## config.mk

```make
export PLATFORM = sky130hd
export DESIGN_NAME = reset_source_controller
export DESIGN_NICKNAME = d
export VERILOG_FILES = /design/src/reset_source_pkg.sv /design/src/reset_source_controller.sv /design/src/stretch_timer.sv /design/src/cause_flags.sv
export VERILOG_INCLUDE_DIRS = /design/src
export SDC_FILE = /design/constraint.sdc
export NUM_CORES = 1
export LEC_CHECK = 0
export BUFFER_PORTS_ARGS = -buffer_cell sky130_fd_sc_hd__clkbuf_2
export CAP_MARGIN = 0
export CELL_PAD_IN_SITES_DETAIL_PLACEMENT = 1
export CELL_PAD_IN_SITES_GLOBAL_PLACEMENT = 2
export CORE_AREA = 3 3 71 73
export CTS_BUF_LIST = sky130_fd_sc_hd__clkbuf_2
export DETAILED_ROUTE_END_ITERATION = 7
export DIE_AREA = 0 0 74 76
export PLACE_DENSITY_LB_ADDON = 0.1
export SYNTH_ARGS = -nofsm -noshare
export SYNTH_HDL_FRONTEND = slang
export SYNTH_SLANG_ARGS = --single-unit
```

## constraint.sdc

```tcl
create_clock -name core_clk -period 1.5 [get_ports core_clk]
set_input_delay 0.225 -clock core_clk [delete_from_list [all_inputs] [get_ports core_clk]]
set_output_delay 0.225 -clock core_clk [all_outputs]
set_load 0.02 [all_outputs]
```

## src/reset_source_regs.svh

```systemverilog
// Register offsets, field positions, reset values and timing counts
`ifndef RESET_SOURCE_REGS_SVH
`define RESET_SOURCE_REGS_SVH

`define FLAGS_ADDR 8'h00
`define CMPCTL_ADDR 8'h01

`define WDOG_FLAG_BIT 3
`define BROWNOUT_FLAG_BIT 2
`define PIN_FLAG_BIT 1
`define POWERON_FLAG_BIT 0
`define BG_SEL_BIT 0

`define CMPCTL_RESET 1'b0

`define BROWNOUT_FUSE_OFF 3'h7
`define BROWNOUT_FUSE_LOW 3'h6
`define BROWNOUT_FUSE_MID 3'h5
`define BROWNOUT_FUSE_HIGH 3'h4

`define DELAY_STARTUP0 12'h008
`define DELAY_STARTUP1 12'h040
`define DELAY_STARTUP2 12'h200
`define DELAY_STARTUP3 12'hfff
`define DELAY_EXTCLK 12'h002
`define CLKSEL_EXTCLK 4'h0

`define BG_START_US 70

`endif

```

## src/reset_source_pkg.sv

```systemverilog
// Types shared by the reset source controller files
package reset_source_pkg;

  typedef struct packed {
    logic poweron;
    logic pin;
    logic wdog;
    logic brownout;
  } reset_src_s;

  typedef struct packed {
    logic [2:0] brownout_level_fuses;
    logic [1:0] startup_time_fuses;
    logic [3:0] clock_select_fuses;
  } fuse_s;

  typedef logic [11:0] delay_t;

  typedef enum logic [1:0] {
    ST_HOLD,
    ST_STRETCH,
    ST_RUN
  } seq_state_e;

endpackage

```

## src/reset_source_controller.sv

```systemverilog
// Reset source combiner, reset stretcher and cause register
//
// Decided for this implementation: the register addresses and the address-and-strobe port.
`timescale 1ns/1ps
`include "reset_source_regs.svh"

module reset_source_controller
  import reset_source_pkg::*;
(
  // Clock and reset
  input wire logic core_clk,
  input wire logic rst_n,
  // Reset sources
  input wire logic poweron_low,
  input wire logic ext_rst_pin_n,
  input wire logic brownout_below,
  input wire logic wdog_expire,
  input wire logic wdog_enable,
  input wire logic wdog_int_enable,
  // Fuses
  input fuse_s fuses,
  // Register port
  input wire logic [7:0] reg_addr,
  input wire logic [7:0] reg_wdata,
  input wire logic reg_wr,
  input wire logic reg_rd,
  output logic [7:0] reg_rdata_r,
  // Reset and reference outputs
  output logic sys_reset_r,
  output logic fetch_start_r,
  output logic bandgap_en_r,
  output logic brownout_enable_r,
  output logic [1:0] brownout_level_sel_r
);

  // ****************************************************************
  // Fuse decoding
  // ****************************************************************

  // Reserved codes leave detection off
  function automatic logic brownout_on(input logic [2:0] lvl);
    return (lvl == `BROWNOUT_FUSE_LOW) || (lvl == `BROWNOUT_FUSE_MID) ||
      (lvl == `BROWNOUT_FUSE_HIGH);
  endfunction

  function automatic logic [1:0] brownout_sel(input logic [2:0] lvl);
    logic [1:0] sel;
    sel = 2'h0;
    case (lvl)
      `BROWNOUT_FUSE_LOW: sel = 2'h1;
      `BROWNOUT_FUSE_MID: sel = 2'h2;
      `BROWNOUT_FUSE_HIGH: sel = 2'h3;
      default: sel = 2'h0;
    endcase
    return sel;
  endfunction

  // An external clock needs no oscillator settling
  function automatic delay_t delay_len(input logic [1:0] st, input logic [3:0] cs);
    delay_t len;
    len = `DELAY_STARTUP0;
    if (cs == `CLKSEL_EXTCLK)
      len = `DELAY_EXTCLK;
    else
    begin
      case (st)
        2'h0: len = `DELAY_STARTUP0;
        2'h1: len = `DELAY_STARTUP1;
        2'h2: len = `DELAY_STARTUP2;
        default: len = `DELAY_STARTUP3;
      endcase
    end
    return len;
  endfunction

  // ****************************************************************
  // Reset sources
  // ****************************************************************

  logic wdog_fire;
  logic wdog_fire_d_r;
  logic wdog_pulse_r;
  logic brownout_active;
  reset_src_s src;
  logic src_any;

  assign wdog_fire = wdog_expire && wdog_enable && !wdog_int_enable;

  // One pulse per expiry even if the expiry input lingers
  always_ff @(posedge core_clk)
  begin
    if (!rst_n)
    begin
      wdog_fire_d_r <= 1'b0;
      wdog_pulse_r <= 1'b0;
    end
    else
    begin
      wdog_fire_d_r <= wdog_fire;
      wdog_pulse_r <= wdog_fire && !wdog_fire_d_r;
    end
  end

  assign brownout_active = brownout_on(fuses.brownout_level_fuses) && brownout_below;

  assign src.poweron = poweron_low;
  assign src.pin = !ext_rst_pin_n;
  assign src.wdog = wdog_pulse_r;
  assign src.brownout = brownout_active;
  assign src_any = |src;

  // ****************************************************************
  // Reset sequencing
  // ****************************************************************

  seq_state_e state_r;
  logic tmr_expired;
  logic release_now;

  assign release_now = (state_r == ST_STRETCH) && tmr_expired && !src_any;

  // Timer reloads in hold, so it starts on the second clear cycle, after ST_HOLD is left
  stretch_timer u_timer (
    .core_clk(core_clk),
    .rst_n(rst_n),
    .hold(src_any || (state_r == ST_HOLD)),
    .load_val(delay_len(fuses.startup_time_fuses, fuses.clock_select_fuses)),
    .expired(tmr_expired)
  );

  always_ff @(posedge core_clk)
  begin
    if (!rst_n)
      state_r <= ST_HOLD;
    else
    begin
      case (state_r)
        ST_HOLD:
        begin
          if (!src_any)
            state_r <= ST_STRETCH;
        end
        ST_STRETCH:
        begin
          if (src_any)
            state_r <= ST_HOLD;
          else if (tmr_expired)
            state_r <= ST_RUN;
        end
        ST_RUN:
        begin
          // A glitch caught only by the async set must still be stretched
          if (src_any || sys_reset_r)
            state_r <= ST_HOLD;
        end
        default: state_r <= ST_HOLD;
      endcase
    end
  end

  // Async set works with the clock stopped; release is clocked
  always_ff @(posedge core_clk or posedge src_any)
  begin
    if (src_any)
      sys_reset_r <= 1'b1;
    else if (!rst_n)
      sys_reset_r <= 1'b1;
    else if (release_now)
      sys_reset_r <= 1'b0;
  end

  always_ff @(posedge core_clk)
  begin
    if (!rst_n)
      fetch_start_r <= 1'b0;
    else
      fetch_start_r <= release_now;
  end

  // ****************************************************************
  // Cause flags and comparator control
  // ****************************************************************

  logic [3:0] flags;
  logic flags_wr;
  logic cmpctl_wr;
  logic bg_sel_r;

  assign flags_wr = reg_wr && (reg_addr == `FLAGS_ADDR);
  assign cmpctl_wr = reg_wr && (reg_addr == `CMPCTL_ADDR);

  cause_flags u_flags (
    .core_clk(core_clk),
    .set_src(src),
    .wr_en(flags_wr),
    .wr_data(reg_wdata[3:0]),
    .flags_r(flags)
  );

  // An I/O register: back to its initial value while in reset
  always_ff @(posedge core_clk)
  begin
    if (!rst_n || sys_reset_r)
      bg_sel_r <= `CMPCTL_RESET;
    else if (cmpctl_wr)
      bg_sel_r <= reg_wdata[`BG_SEL_BIT];
  end

  // Read data stands only in the cycle after each cycle with reg_rd high
  always_ff @(posedge core_clk)
  begin
    if (!rst_n || !reg_rd)
      reg_rdata_r <= 8'h00;
    else
    begin
      case (reg_addr)
        `FLAGS_ADDR: reg_rdata_r <= {4'h0, flags};
        `CMPCTL_ADDR: reg_rdata_r <= 8'(bg_sel_r) << `BG_SEL_BIT;
        default: reg_rdata_r <= 8'h00;
      endcase
    end
  end

  // ****************************************************************
  // Reference and detector control
  // ****************************************************************

  // Reference start-up time is software's to wait out
  always_ff @(posedge core_clk)
  begin
    bandgap_en_r <= brownout_on(fuses.brownout_level_fuses) || bg_sel_r;
    brownout_enable_r <= brownout_on(fuses.brownout_level_fuses);
    brownout_level_sel_r <= brownout_sel(fuses.brownout_level_fuses);
  end

  // ****************************************************************
  // Checks
  // ****************************************************************

  logic [12:0] hold_cyc_r;

  // Counts clear cycles spent stretching, for the release timing check
  always_ff @(posedge core_clk)
  begin
    if (!rst_n || src_any || !sys_reset_r)
      hold_cyc_r <= 13'h0000;
    else
      hold_cyc_r <= hold_cyc_r + 13'h0001;
  end
endmodule // reset_source_controller

```

## src/stretch_timer.sv

```systemverilog
// Delay counter that stretches the internal reset
`timescale 1ns/1ps
module stretch_timer
  import reset_source_pkg::*;
(
  // Clock and reset
  input wire logic core_clk,
  input wire logic rst_n,
  // Control
  input wire logic hold,
  input delay_t load_val,
  // Status
  output logic expired
);

  delay_t cnt_r;

  // Reloaded while held, so every release restarts the full delay
  always_ff @(posedge core_clk)
  begin
    if (!rst_n || hold)
      cnt_r <= load_val;
    else if (cnt_r != 12'h000)
      cnt_r <= cnt_r - 12'h001;
  end

  assign expired = (cnt_r == 12'h000) && !hold;

endmodule // stretch_timer

```

## src/cause_flags.sv

```systemverilog
// Sticky reset cause flags
`timescale 1ns/1ps
module cause_flags
  import reset_source_pkg::*;
(
  // Clock
  input wire logic core_clk,
  // Causes
  input reset_src_s set_src,
  // Software write
  input wire logic wr_en,
  input wire logic [3:0] wr_data,
  // Flags
  output logic [3:0] flags_r
);

  // Set wins over a software clear in the same cycle
  function automatic logic next_flag(input logic cur, input logic set, input logic clr);
    return set || (cur && !clr);
  endfunction

  // No reset input: a power-on event, a set by a cause or a clearing write defines these
  always_ff @(posedge core_clk)
  begin
    if (set_src.poweron)
    begin
      flags_r[`WDOG_FLAG_BIT] <= 1'b0;
      flags_r[`BROWNOUT_FLAG_BIT] <= 1'b0;
      flags_r[`PIN_FLAG_BIT] <= 1'b0;
    end
    else
    begin
      flags_r[`WDOG_FLAG_BIT] <= next_flag(flags_r[`WDOG_FLAG_BIT], set_src.wdog,
        wr_en && !wr_data[`WDOG_FLAG_BIT]);
      flags_r[`BROWNOUT_FLAG_BIT] <= next_flag(flags_r[`BROWNOUT_FLAG_BIT],
        set_src.brownout, wr_en && !wr_data[`BROWNOUT_FLAG_BIT]);
      flags_r[`PIN_FLAG_BIT] <= next_flag(flags_r[`PIN_FLAG_BIT], set_src.pin,
        wr_en && !wr_data[`PIN_FLAG_BIT]);
    end
    flags_r[`POWERON_FLAG_BIT] <= next_flag(flags_r[`POWERON_FLAG_BIT], set_src.poweron,
      wr_en && !wr_data[`POWERON_FLAG_BIT]);
  end

endmodule // cause_flags

```

# After elaboration in Yosys (flattened, before gate mapping)
# Cells that the tools add are included.
dict set report classes {
  n_reduce_logical 53
  muxes 13
  n_addsub 1
  n_eq_ne 12
}
# op n
set ops {}
lappend ops {{12-bit two-way mux} 3}
lappend ops {{12-bit one-hot mux with 3 select lines} 1}
lappend ops {{1-bit logical AND} 17}
lappend ops {{1-bit logical NOT} 15}
lappend ops {{12-bit logical NOT} 1}
lappend ops {{1-bit logical OR} 12}
lappend ops {{2-bit one-hot mux with 3 select lines} 2}
lappend ops {{12-bit nonzero test} 1}
lappend ops {{12-bit by 1-bit subtractor with 12-bit output (second input constant)} 1}
lappend ops {{3-bit == test (second input constant)} 3}
lappend ops {{8-bit by 1-bit == test with 1-bit output (second input constant)} 1}
lappend ops {{8-bit logical NOT} 1}
lappend ops {{2-bit two-way mux} 4}
lappend ops {{4-bit one-hot mux with 2 select lines} 1}
lappend ops {{2-bit by 1-bit == test with 1-bit output (second input constant)} 2}
lappend ops {{2-bit == test (second input constant)} 2}
lappend ops {{2-bit logical NOT} 2}
lappend ops {{4-bit logical NOT} 1}
lappend ops {{2-bit inequality test (second input constant)} 2}
lappend ops {{4-bit OR reduction} 1}
lappend ops {{3-bit inequality test (second input constant)} 1}
lappend ops {{3-bit AND reduction} 1}
lappend ops {{1-bit two-way mux} 2}
lappend ops {{2-bit by 1-bit inequality test with 1-bit output (second input constant)} 1}
lappend ops {{2-bit nonzero test} 1}
dict set report word_totals {
  word_cells 92
  inputBits 35
  ff_bits 35
  out_inout_bits 14
}

# Depth between registers and ports, before layout
# Gate-level depths: netlist (run 1).
dict set report logic_depth {
  ltp_word 12
  mapped_depth 6
  ltp_nobuf 6
}

# Hierarchy
# A second synthesis (run 1) with hierarchy kept.
dict set report unflattened {
  hier_cells 160
  hier_area_um2 1612.8
}
# module cells_per_inst area_each_um2 seq_area_each_um2 instances
set by_module_without_submodules {}
lappend by_module_without_submodules {stretch_timer 79 774.5 360.3 1}
lappend by_module_without_submodules {reset_source_controller 66 665.6 306.5 1}
lappend by_module_without_submodules {cause_flags 15 172.7 80.1 1}

# Worst setup path before layout (run 1)
# No wires, ideal clock.
dict set report synth_timing {
  path_kind {register to register}
  from {register wdog_pulse_r}
  to {register u_timer.cnt_r[0] (enable)}
  setup_slack_ns -0.452
  path_stages_with_launch 5
  t_required_ns 1.094
  period_less_slack_ns 1.952
  path_buffers 1
  setup_time_ns 0.406
  arrival_time_ns 1.546
  path_cell_list {dfxtp_1 > nand4bb_1 > a211oi_4 > buf_4 > nand4_1}
}
dict set report synth_via {
  elab_chain_cells 4
}
# item line_no
set synth_rtl {}
lappend synth_rtl {{start, declared} reset_source_controller.sv:82} ;# logic wdog_pulse_r;
lappend synth_rtl {{start signal, assigned} reset_source_controller.sv:100} ;# wdog_pulse_r <= wdog_fire && !wdog_fire_d_r;
lappend synth_rtl {{4-bit OR reduction} reset_source_controller.sv:110} ;# assign src_any = |src;
lappend synth_rtl {{1-bit logical OR} reset_source_controller.sv:126} ;# .hold(src_any || (state_r == ST_HOLD)),
lappend synth_rtl {{1-bit logical OR} stretch_timer.sv:21} ;# if (!rst_n || hold)
lappend synth_rtl {{2-bit nonzero test (no source line)} n/a}
lappend synth_rtl {{end signal, assigned} stretch_timer.sv:22} ;# cnt_r <= load_val;
lappend synth_rtl {{end signal, assigned} stretch_timer.sv:24} ;# cnt_r <= cnt_r - 12'h001;
lappend synth_rtl {{end, declared} stretch_timer.sv:16} ;# delay_t cnt_r;
# Every way passes these cells.
# A chain may end at the register's enable or synchronous reset.

# Worst setup path in the final report (run 1)
dict set report layout_timing {
  from {register u_timer.cnt_r[0]}
  to {register u_timer.cnt_r[9], data pin}
}
dict set report layout_via {
  elab_chain_cells 3
}
# item line_no
set layout_rtl {}
lappend layout_rtl {{12-bit by 1-bit subtractor with 12-bit output} stretch_timer.sv:24}
lappend layout_rtl {{12-bit two-way mux} stretch_timer.sv:23} ;# else if (cnt_r != 12'h000)
lappend layout_rtl {{12-bit two-way mux} stretch_timer.sv:21}
# Every way passes these cells. The select of a mux whose other input is x is not followed.

==> results of run 1 <==
==> layer usage <==
metal / global-route usage (%) / up-vias
li1: - / 644
met5: 0 / -
met1: 17.6 / 610
met4: 5.98 / 0
met3: 4.22 / 5
met2: 24.0 / 32
==> repair_timing <==
action,4_1_cts,5_1_grt
hold buffers,2,0
setup buffers,2,1
hold endpoints to repair,2,0
pin swaps,0,1
setup endpoints to repair,25,27
gates resized for setup,0,2
==> worst max-delay path, delay by kind of cell (launching register included) <==
kind | cells | cell delay (ps)
and+or+nand+nor | 2 | 620
muxes | 1 | 90
buffers and inverters | 1 | 160
xor gates and xnor gates | 1 | 160
DFF | 1 | 460
==> kinds of logic (layout without fill, tap and decap cells) <==
group                      count (synthesis)  in the layout
other                                      1              4
DFF                                       31             31
buffers and inverters                     12             90
muxes                                      6              6
and+or+nand+nor                           49             49
AOI/OAI and AO/OA                         24             24
adders and majority gates                  5              5
xor gates and xnor gates                  10             10
==> metrics by stage <==
step / instance area, µm² / hold slack [ps] / TNS (ps) / cells / utilization [%]
2_1_floorplan: 1560 / 294 / -4430 / 141 / -
3_3_place_gp: 2000 / 367 / -2510 / 258 / 45.4
3_5_place_dp: 2000 / 380 / -3530 / 258 / 45.4
4_1_cts: 2100 / 58.4 / -3450 / 270 / 47.6
5_1_grt: 2120 / 45.6 / -5680 / 271 / 48.0
6_report: 2120 / 85.3 / -2710 / 271 / 48.0
==> synthesized netlist by cell type (5+ instances only) <==
cell type,n,area [µm²]
mux2i_1,5,50.1
buf_4,5,37.5
edfxtp_1,12,360
o21ai_0,7,35.0
xnor2_1,6,52.6
a21oi_1,13,65.1
nor2_1,9,33.8
nand2_1,6,22.5
inv_1,7,26.3
ha_1,5,62.6
dfxtp_1,18,360
==> power breakdown <==
group,internal (mW),switching [mW]
clock,0.274,0.292
sequential,0.914,0.0279
combinational,0.179,0.150
total,1.37,0.470
==> final cells by class <==
class / count / area share (%)
clock buffer: 5 / 1.18
timing repair buffer: 75 / 22.3
tap: 52 / 3.07
inverter: 7 / 1.24
sequential: 31 / 35.3
multi-input combinational: 98 / 35.1
clock inverter: 3 / 1.83
==> how the worst max path moves through the flow <==
stage | start | to | cells past startpoint
6_report | u_timer.cnt_r[0]$_DFFE_PP_ | u_timer.cnt_r[9]$_DFFE_PP_ | 5
4_1_cts | u_timer.cnt_r[0]$_DFFE_PP_ | u_timer.cnt_r[9]$_DFFE_PP_ | 5
3_5_place_dp | u_timer.cnt_r[0]$_DFFE_PP_ | u_timer.cnt_r[10]$_DFFE_PP_ | 7
5_1_grt | u_timer.cnt_r[0]$_DFFE_PP_ | u_timer.cnt_r[9]$_DFFE_PP_ | 5
2_1_floorplan | wdog_pulse_r$_SDFF_PN0_ | u_timer.cnt_r[0]$_DFFE_PP_ | 4
3_3_place_gp | u_timer.cnt_r[0]$_DFFE_PP_ | sys_reset_r$_DFFE_PP1P_ | 7
==> registers in the layout, indices dropped and copies added (netlist names) <==
register	count
reg_rdata_r	4
bandgap_en_r	1
brownout_level_sel_r	2
wdog_pulse_r	1
sys_reset_r	1
state_r	2
wdog_fire_d_r	1
bg_sel_r	1
u_flags.flags_r	4
u_timer.cnt_r	12
fetch_start_r	1
brownout_enable_r	1
==> flow_summary_export.csv, run 1 <==
group,metric,value,unit
layout,area_delta_synth_final,39.7,%
synth,yosysWarnings,0,
synth,synth_fa_ha_area_share,4.12,%
worst_setup_path,r2r_cells,5,
detailed_routing,drt_iter0_markers,27,
synth,yosys.area_share.simple,21.4,%
detailed_routing,drt-total-wl,3.69,mm
floorplan,die_area,5620,µm²
synth,synth_mux_area_share,4.04,%
hold_path,hp-start,"ext_rst_pin_n",
hold_path,hold_depth,2,
global_routing,grt_max_degree,13,
timing,fmax,0.582,GHz
detailed_routing,highest_layer,"met4",
worst_setup_path,path_cells,"buf_4, or4_4, nor4_4, xnor2_1, mux2i_1",
worst_setup_path,regToRegEndpoint,"u_timer.cnt_r[9]$_DFFE_PP_",
synth,synth_cell_types,39,
detailed_routing,wl_met3,197,µm
detailed_routing,dr.pass1.iters,4,
synth,synthArstFlopShare,3.23,%
synth,syn_area,1520,µm²
worst_setup_path,end_kind,"flop",
timing,finalHoldViolations,0,
worst_setup_path,critPathLaunchType,"flop",
detailed_routing,vias,1291,
global_routing,grt_pass1_vias,1390,
floorplan,dieWidth,74,µm
power,leakagePower,0.938,nW
worst_setup_path,max_stage_delay,460,ps
placement,gp_congestion,0.738,
placement,hpwl,3.02,mm
worst_setup_path,timing.reg2reg.setup_slack,-220,ps
hold_path,min_to,"u_flags.flags_r[1]$_SDFF_PP0_",
layout,nNetsFinal,258,
global_routing,antenna_found_initial,0,
timing,setup_viol_count_final,25,
global_routing,grt_usage,14.7,%
timing,finalMaxSlewViolations,0,
detailed_routing,via_per_inst,4.76,
power,vdd_drop_max,0.323,mV
power,power_density,867,nW/µm²
worst_setup_path,worst_ep_required_time,1630,ps
worst_setup_path,critical_path.max_fanout,3,
detailed_routing,drtAntennaViolNets,0,
clock_network,clock_latency,370,ps
layout,multi_input_area,744,µm²
floorplan,design.portCount,49,
synth,synth_compound_area_share,11.0,%
timing,skew,10.1,ps
clock_network,clkTransAtPathRegs,160,ps
detailed_routing,wl_per_cell,13.6,µm
global_routing,grt_overflow,0,
global_routing,grt_pass1_wl,6.31,mm
run,maxCapViolCount,0,
floorplan,placement_rows,24,
layout,drive_gt1_share,42.9,%
synth,postSynthAreaPerCell,11.0,µm²
clock_network,numCtsBuffers,5,
detailed_routing,drc_errors,0,
floorplan,initial_core_util,34.4,%
timing,setup_slack,-218,ps
synth,synth-xor-area-share,5.77,%
synth,synth_edf_count,12,
layout,regArea,748,µm²
outcome,violations,"negative setup slack",
clock_network,cts.sinks,31,
clock_network,cts_tree,"yes",
clock_network,cts-root-buf,"clkbuf_2",
outcome,status,"complete, but fails checks",
synth,synth_cells,138,
synth,synth-seq-cells,31,
worst_setup_path,critPathKind,"reg2reg",
detailed_routing,met1_length,1.55,mm
synth,synth_top_family_by_area,"simple AND/OR/NAND/NOR gates",
placement,portBuffers,40,
clock_network,cts_htree_levels,2,
timing,rsz0062_at_grt,"true",
worst_setup_path,critPathSlowestCell,"edfxtp_1",
layout,layout_commonest_cell,"clkbuf_2",
layout,layout_common_cells,"clkbuf_2, buf_4, dfxtp_1, a21oi_1, edfxtp_1",
worst_setup_path,r2r_start,"u_timer.cnt_r[0]$_DFFE_PP_",
hold_path,min_path_type,"in2reg",
synth,seq_area_frac_synth,49.2,%
timing,period_minus_slack,1720,ps
floorplan,core_area,4410,µm²
worst_setup_path,arrival,1850,ps
timing,period_share,115,%
floorplan,die_h,76,µm
clock_network,clockBufferDepth,2,
synth,synth-main-ff-cell,"dfxtp_1",
layout,num-fill-cells,516,
detailed_routing,routed-wl-met2,1.89,mm
placement,place_ws,-219,ps
power,finalPower,1.84,mW
layout,diodes,0,
(Power assumes the default switching activity.)
==> run 2, diff against run 1 <==
--- a/config.mk
+++ b/config.mk
@@ -14,6 +14,7 @@
 export CTS_BUF_LIST = sky130_fd_sc_hd__clkbuf_2
 export DETAILED_ROUTE_END_ITERATION = 7
 export DIE_AREA = 0 0 74 76
+export MAX_ROUTING_LAYER = met4
 export PLACE_DENSITY_LB_ADDON = 0.1
 export SYNTH_ARGS = -nofsm -noshare
 export SYNTH_HDL_FRONTEND = slang
==> flow_summary_export.csv, run 2 (synthesized netlist as in run 1, its figures left out) <==
group,metric,value,unit
global_routing,grt_usage,15.0,%
power,vdd_drop_max,0.323,mV
hold_path,min_path_type,"in2reg",
worst_setup_path,timing.reg2reg.setup_slack,-220,ps
detailed_routing,drt_iter0_markers,23,
clock_network,clock_latency,370,ps
worst_setup_path,critPathLaunchType,"flop",
worst_setup_path,worst_ep_required_time,1630,ps
layout,regArea,748,µm²
worst_setup_path,r2r_start,"u_timer.cnt_r[0]$_DFFE_PP_",
floorplan,placement_rows,24,
global_routing,grt_overflow,0,
layout,diodes,0,
layout,multi_input_area,744,µm²
clock_network,clockBufferDepth,2,
global_routing,grt_pass1_vias,1399,
worst_setup_path,end_kind,"flop",
timing,fmax,0.582,GHz
timing,finalMaxSlewViolations,0,
global_routing,grt_pass1_wl,6.31,mm
floorplan,die_area,5620,µm²
layout,reg.largest.list,"u_timer.cnt_r (12), reg_rdata_r (4), u_flags.flags_r (4)",
clock_network,cts_tree,"yes",
outcome,status,"complete, but fails checks",
worst_setup_path,critPathKind,"reg2reg",
placement,place_ws,-219,ps
detailed_routing,drtAntennaViolNets,0,
timing,finalHoldViolations,0,
timing,rsz0062_at_grt,"true",
worst_setup_path,r2r_cells,5,
power,leakagePower,0.938,nW
layout,nNetsFinal,258,
worst_setup_path,regToRegEndpoint,"u_timer.cnt_r[9]$_DFFE_PP_",
clock_network,clkTransAtPathRegs,160,ps
timing,skew,10.1,ps
floorplan,core_area,4410,µm²
floorplan,die_h,76,µm
worst_setup_path,crit_end,"u_timer.cnt_r[9]$_DFFE_PP_",
floorplan,design.portCount,49,
clock_network,cts_htree_levels,2,
placement,hpwl,3.02,mm
layout,area_delta_synth_final,39.7,%
worst_setup_path,arrival,1850,ps
layout,num-fill-cells,516,
power,finalPower,1.84,mW
detailed_routing,wl_per_cell,13.6,µm
timing,setup_slack,-218,ps
timing,period_minus_slack,1720,ps
worst_setup_path,cp-startpoint,"u_timer.cnt_r[0]$_DFFE_PP_",
layout,layout_commonest_cell,"clkbuf_2",
clock_network,cts-root-buf,"clkbuf_2",
worst_setup_path,critical_path.max_fanout,3,
floorplan,initial_core_util,34.4,%
placement,gp_congestion,0.747,
global_routing,grt_max_degree,13,
detailed_routing,drc_errors,0,
layout,largest_register,"u_timer.cnt_r",
detailed_routing,vias,1293,
layout,largest_reg_flops,12,
placement,portBuffers,40,
global_routing,antenna_found_initial,0,
floorplan,dieWidth,74,µm
timing,period_share,115,%
detailed_routing,drt-total-wl,3.69,mm
layout,layout_common_cells,"clkbuf_2, buf_4, dfxtp_1, a21oi_1, edfxtp_1",
run,maxCapViolCount,0,
clock_network,cts.sinks,31,
detailed_routing,via_per_inst,4.77,
clock_network,numCtsBuffers,5,
layout,drive_gt1_share,42.9,%
timing,setup_viol_count_final,25,
detailed_routing,dr.pass1.iters,4,
power,power_density,868,nW/µm²
outcome,violations,"negative setup slack",
-- run 2: cell type report --
| cell class | instances | share of cell area (%) |
|---|---|---|
| flip-flops and latches | 31 | 35.3 |
| multi-input cells | 98 | 35.1 |
| repair buffers | 75 | 22.3 |
| well taps | 52 | 3.07 |
| clock inverters | 3 | 1.83 |
| inverters | 7 | 1.24 |
| clock buffers | 5 | 1.18 |
-- run 2: worst max-delay path: stages (launching register included) --
cell,delay (ps)
edfxtp_1,460
buf_4,160
or4_4,460
nor4_4,160
xnor2_1,160
mux2i_1,90
-- run 2: worst min path at each step --
stage / startpoint / endpoint / slack [ps] / cells past startpoint
after floorplan: poweron_low / u_flags.flags_r[1]$_SDFF_PP0_ / 290 / 1
after global placement: wdog_fire_d_r$_SDFF_PN0_ / wdog_pulse_r$_SDFF_PN0_ / 370 / 1
after detailed placement: wdog_fire_d_r$_SDFF_PN0_ / wdog_pulse_r$_SDFF_PN0_ / 380 / 1
after CTS: ext_rst_pin_n / u_flags.flags_r[1]$_SDFF_PP0_ / 60 / 2
after global routing: fuses[7] / brownout_enable_r$_DFF_P_ / 60 / 2
final: ext_rst_pin_n / u_flags.flags_r[1]$_SDFF_PP0_ / 80 / 2
-- run 2: what timing repair did --
action                                  4_1_cts  5_1_grt
hold buffers                                  2        0
endpoints found under the setup margin       25       27
endpoints found under the hold margin         2        0
pin swaps                                     0        1
gates resized for setup                       0        2
setup buffers                                 2        1
-- run 2: where the power goes --
group	internal [mW]	switching [mW]
registers	0.914	0.0279
logic	0.179	0.150
clock network	0.274	0.294
-- run 2: routing by layer --
metal / GRT usage, % / up-vias / share of wire [%]
li1: - / 644 / -
met5: - / - / 0
met1: 17.7 / 609 / 42
met3: 3.30 / 7 / 5.3
met2: 24.0 / 33 / 51
met4: 6.52 / 0 / 2.1
-- run 2: metrics by stage --
stage / std cells / utilization [%] / setup TNS, ps / hold slack [ps] / area [µm²]
after global placement: 258 / 45.4 / -2510 / 367 / 2000
final: 271 / 48.0 / -2710 / 79.9 / 2120
after CTS: 270 / 47.6 / -3450 / 58.4 / 2100
after detailed placement: 258 / 45.4 / -3530 / 380 / 2000
after global routing: 271 / 48.0 / -5680 / 55.3 / 2120
after floorplan: 141 / - / -4430 / 294 / 1560
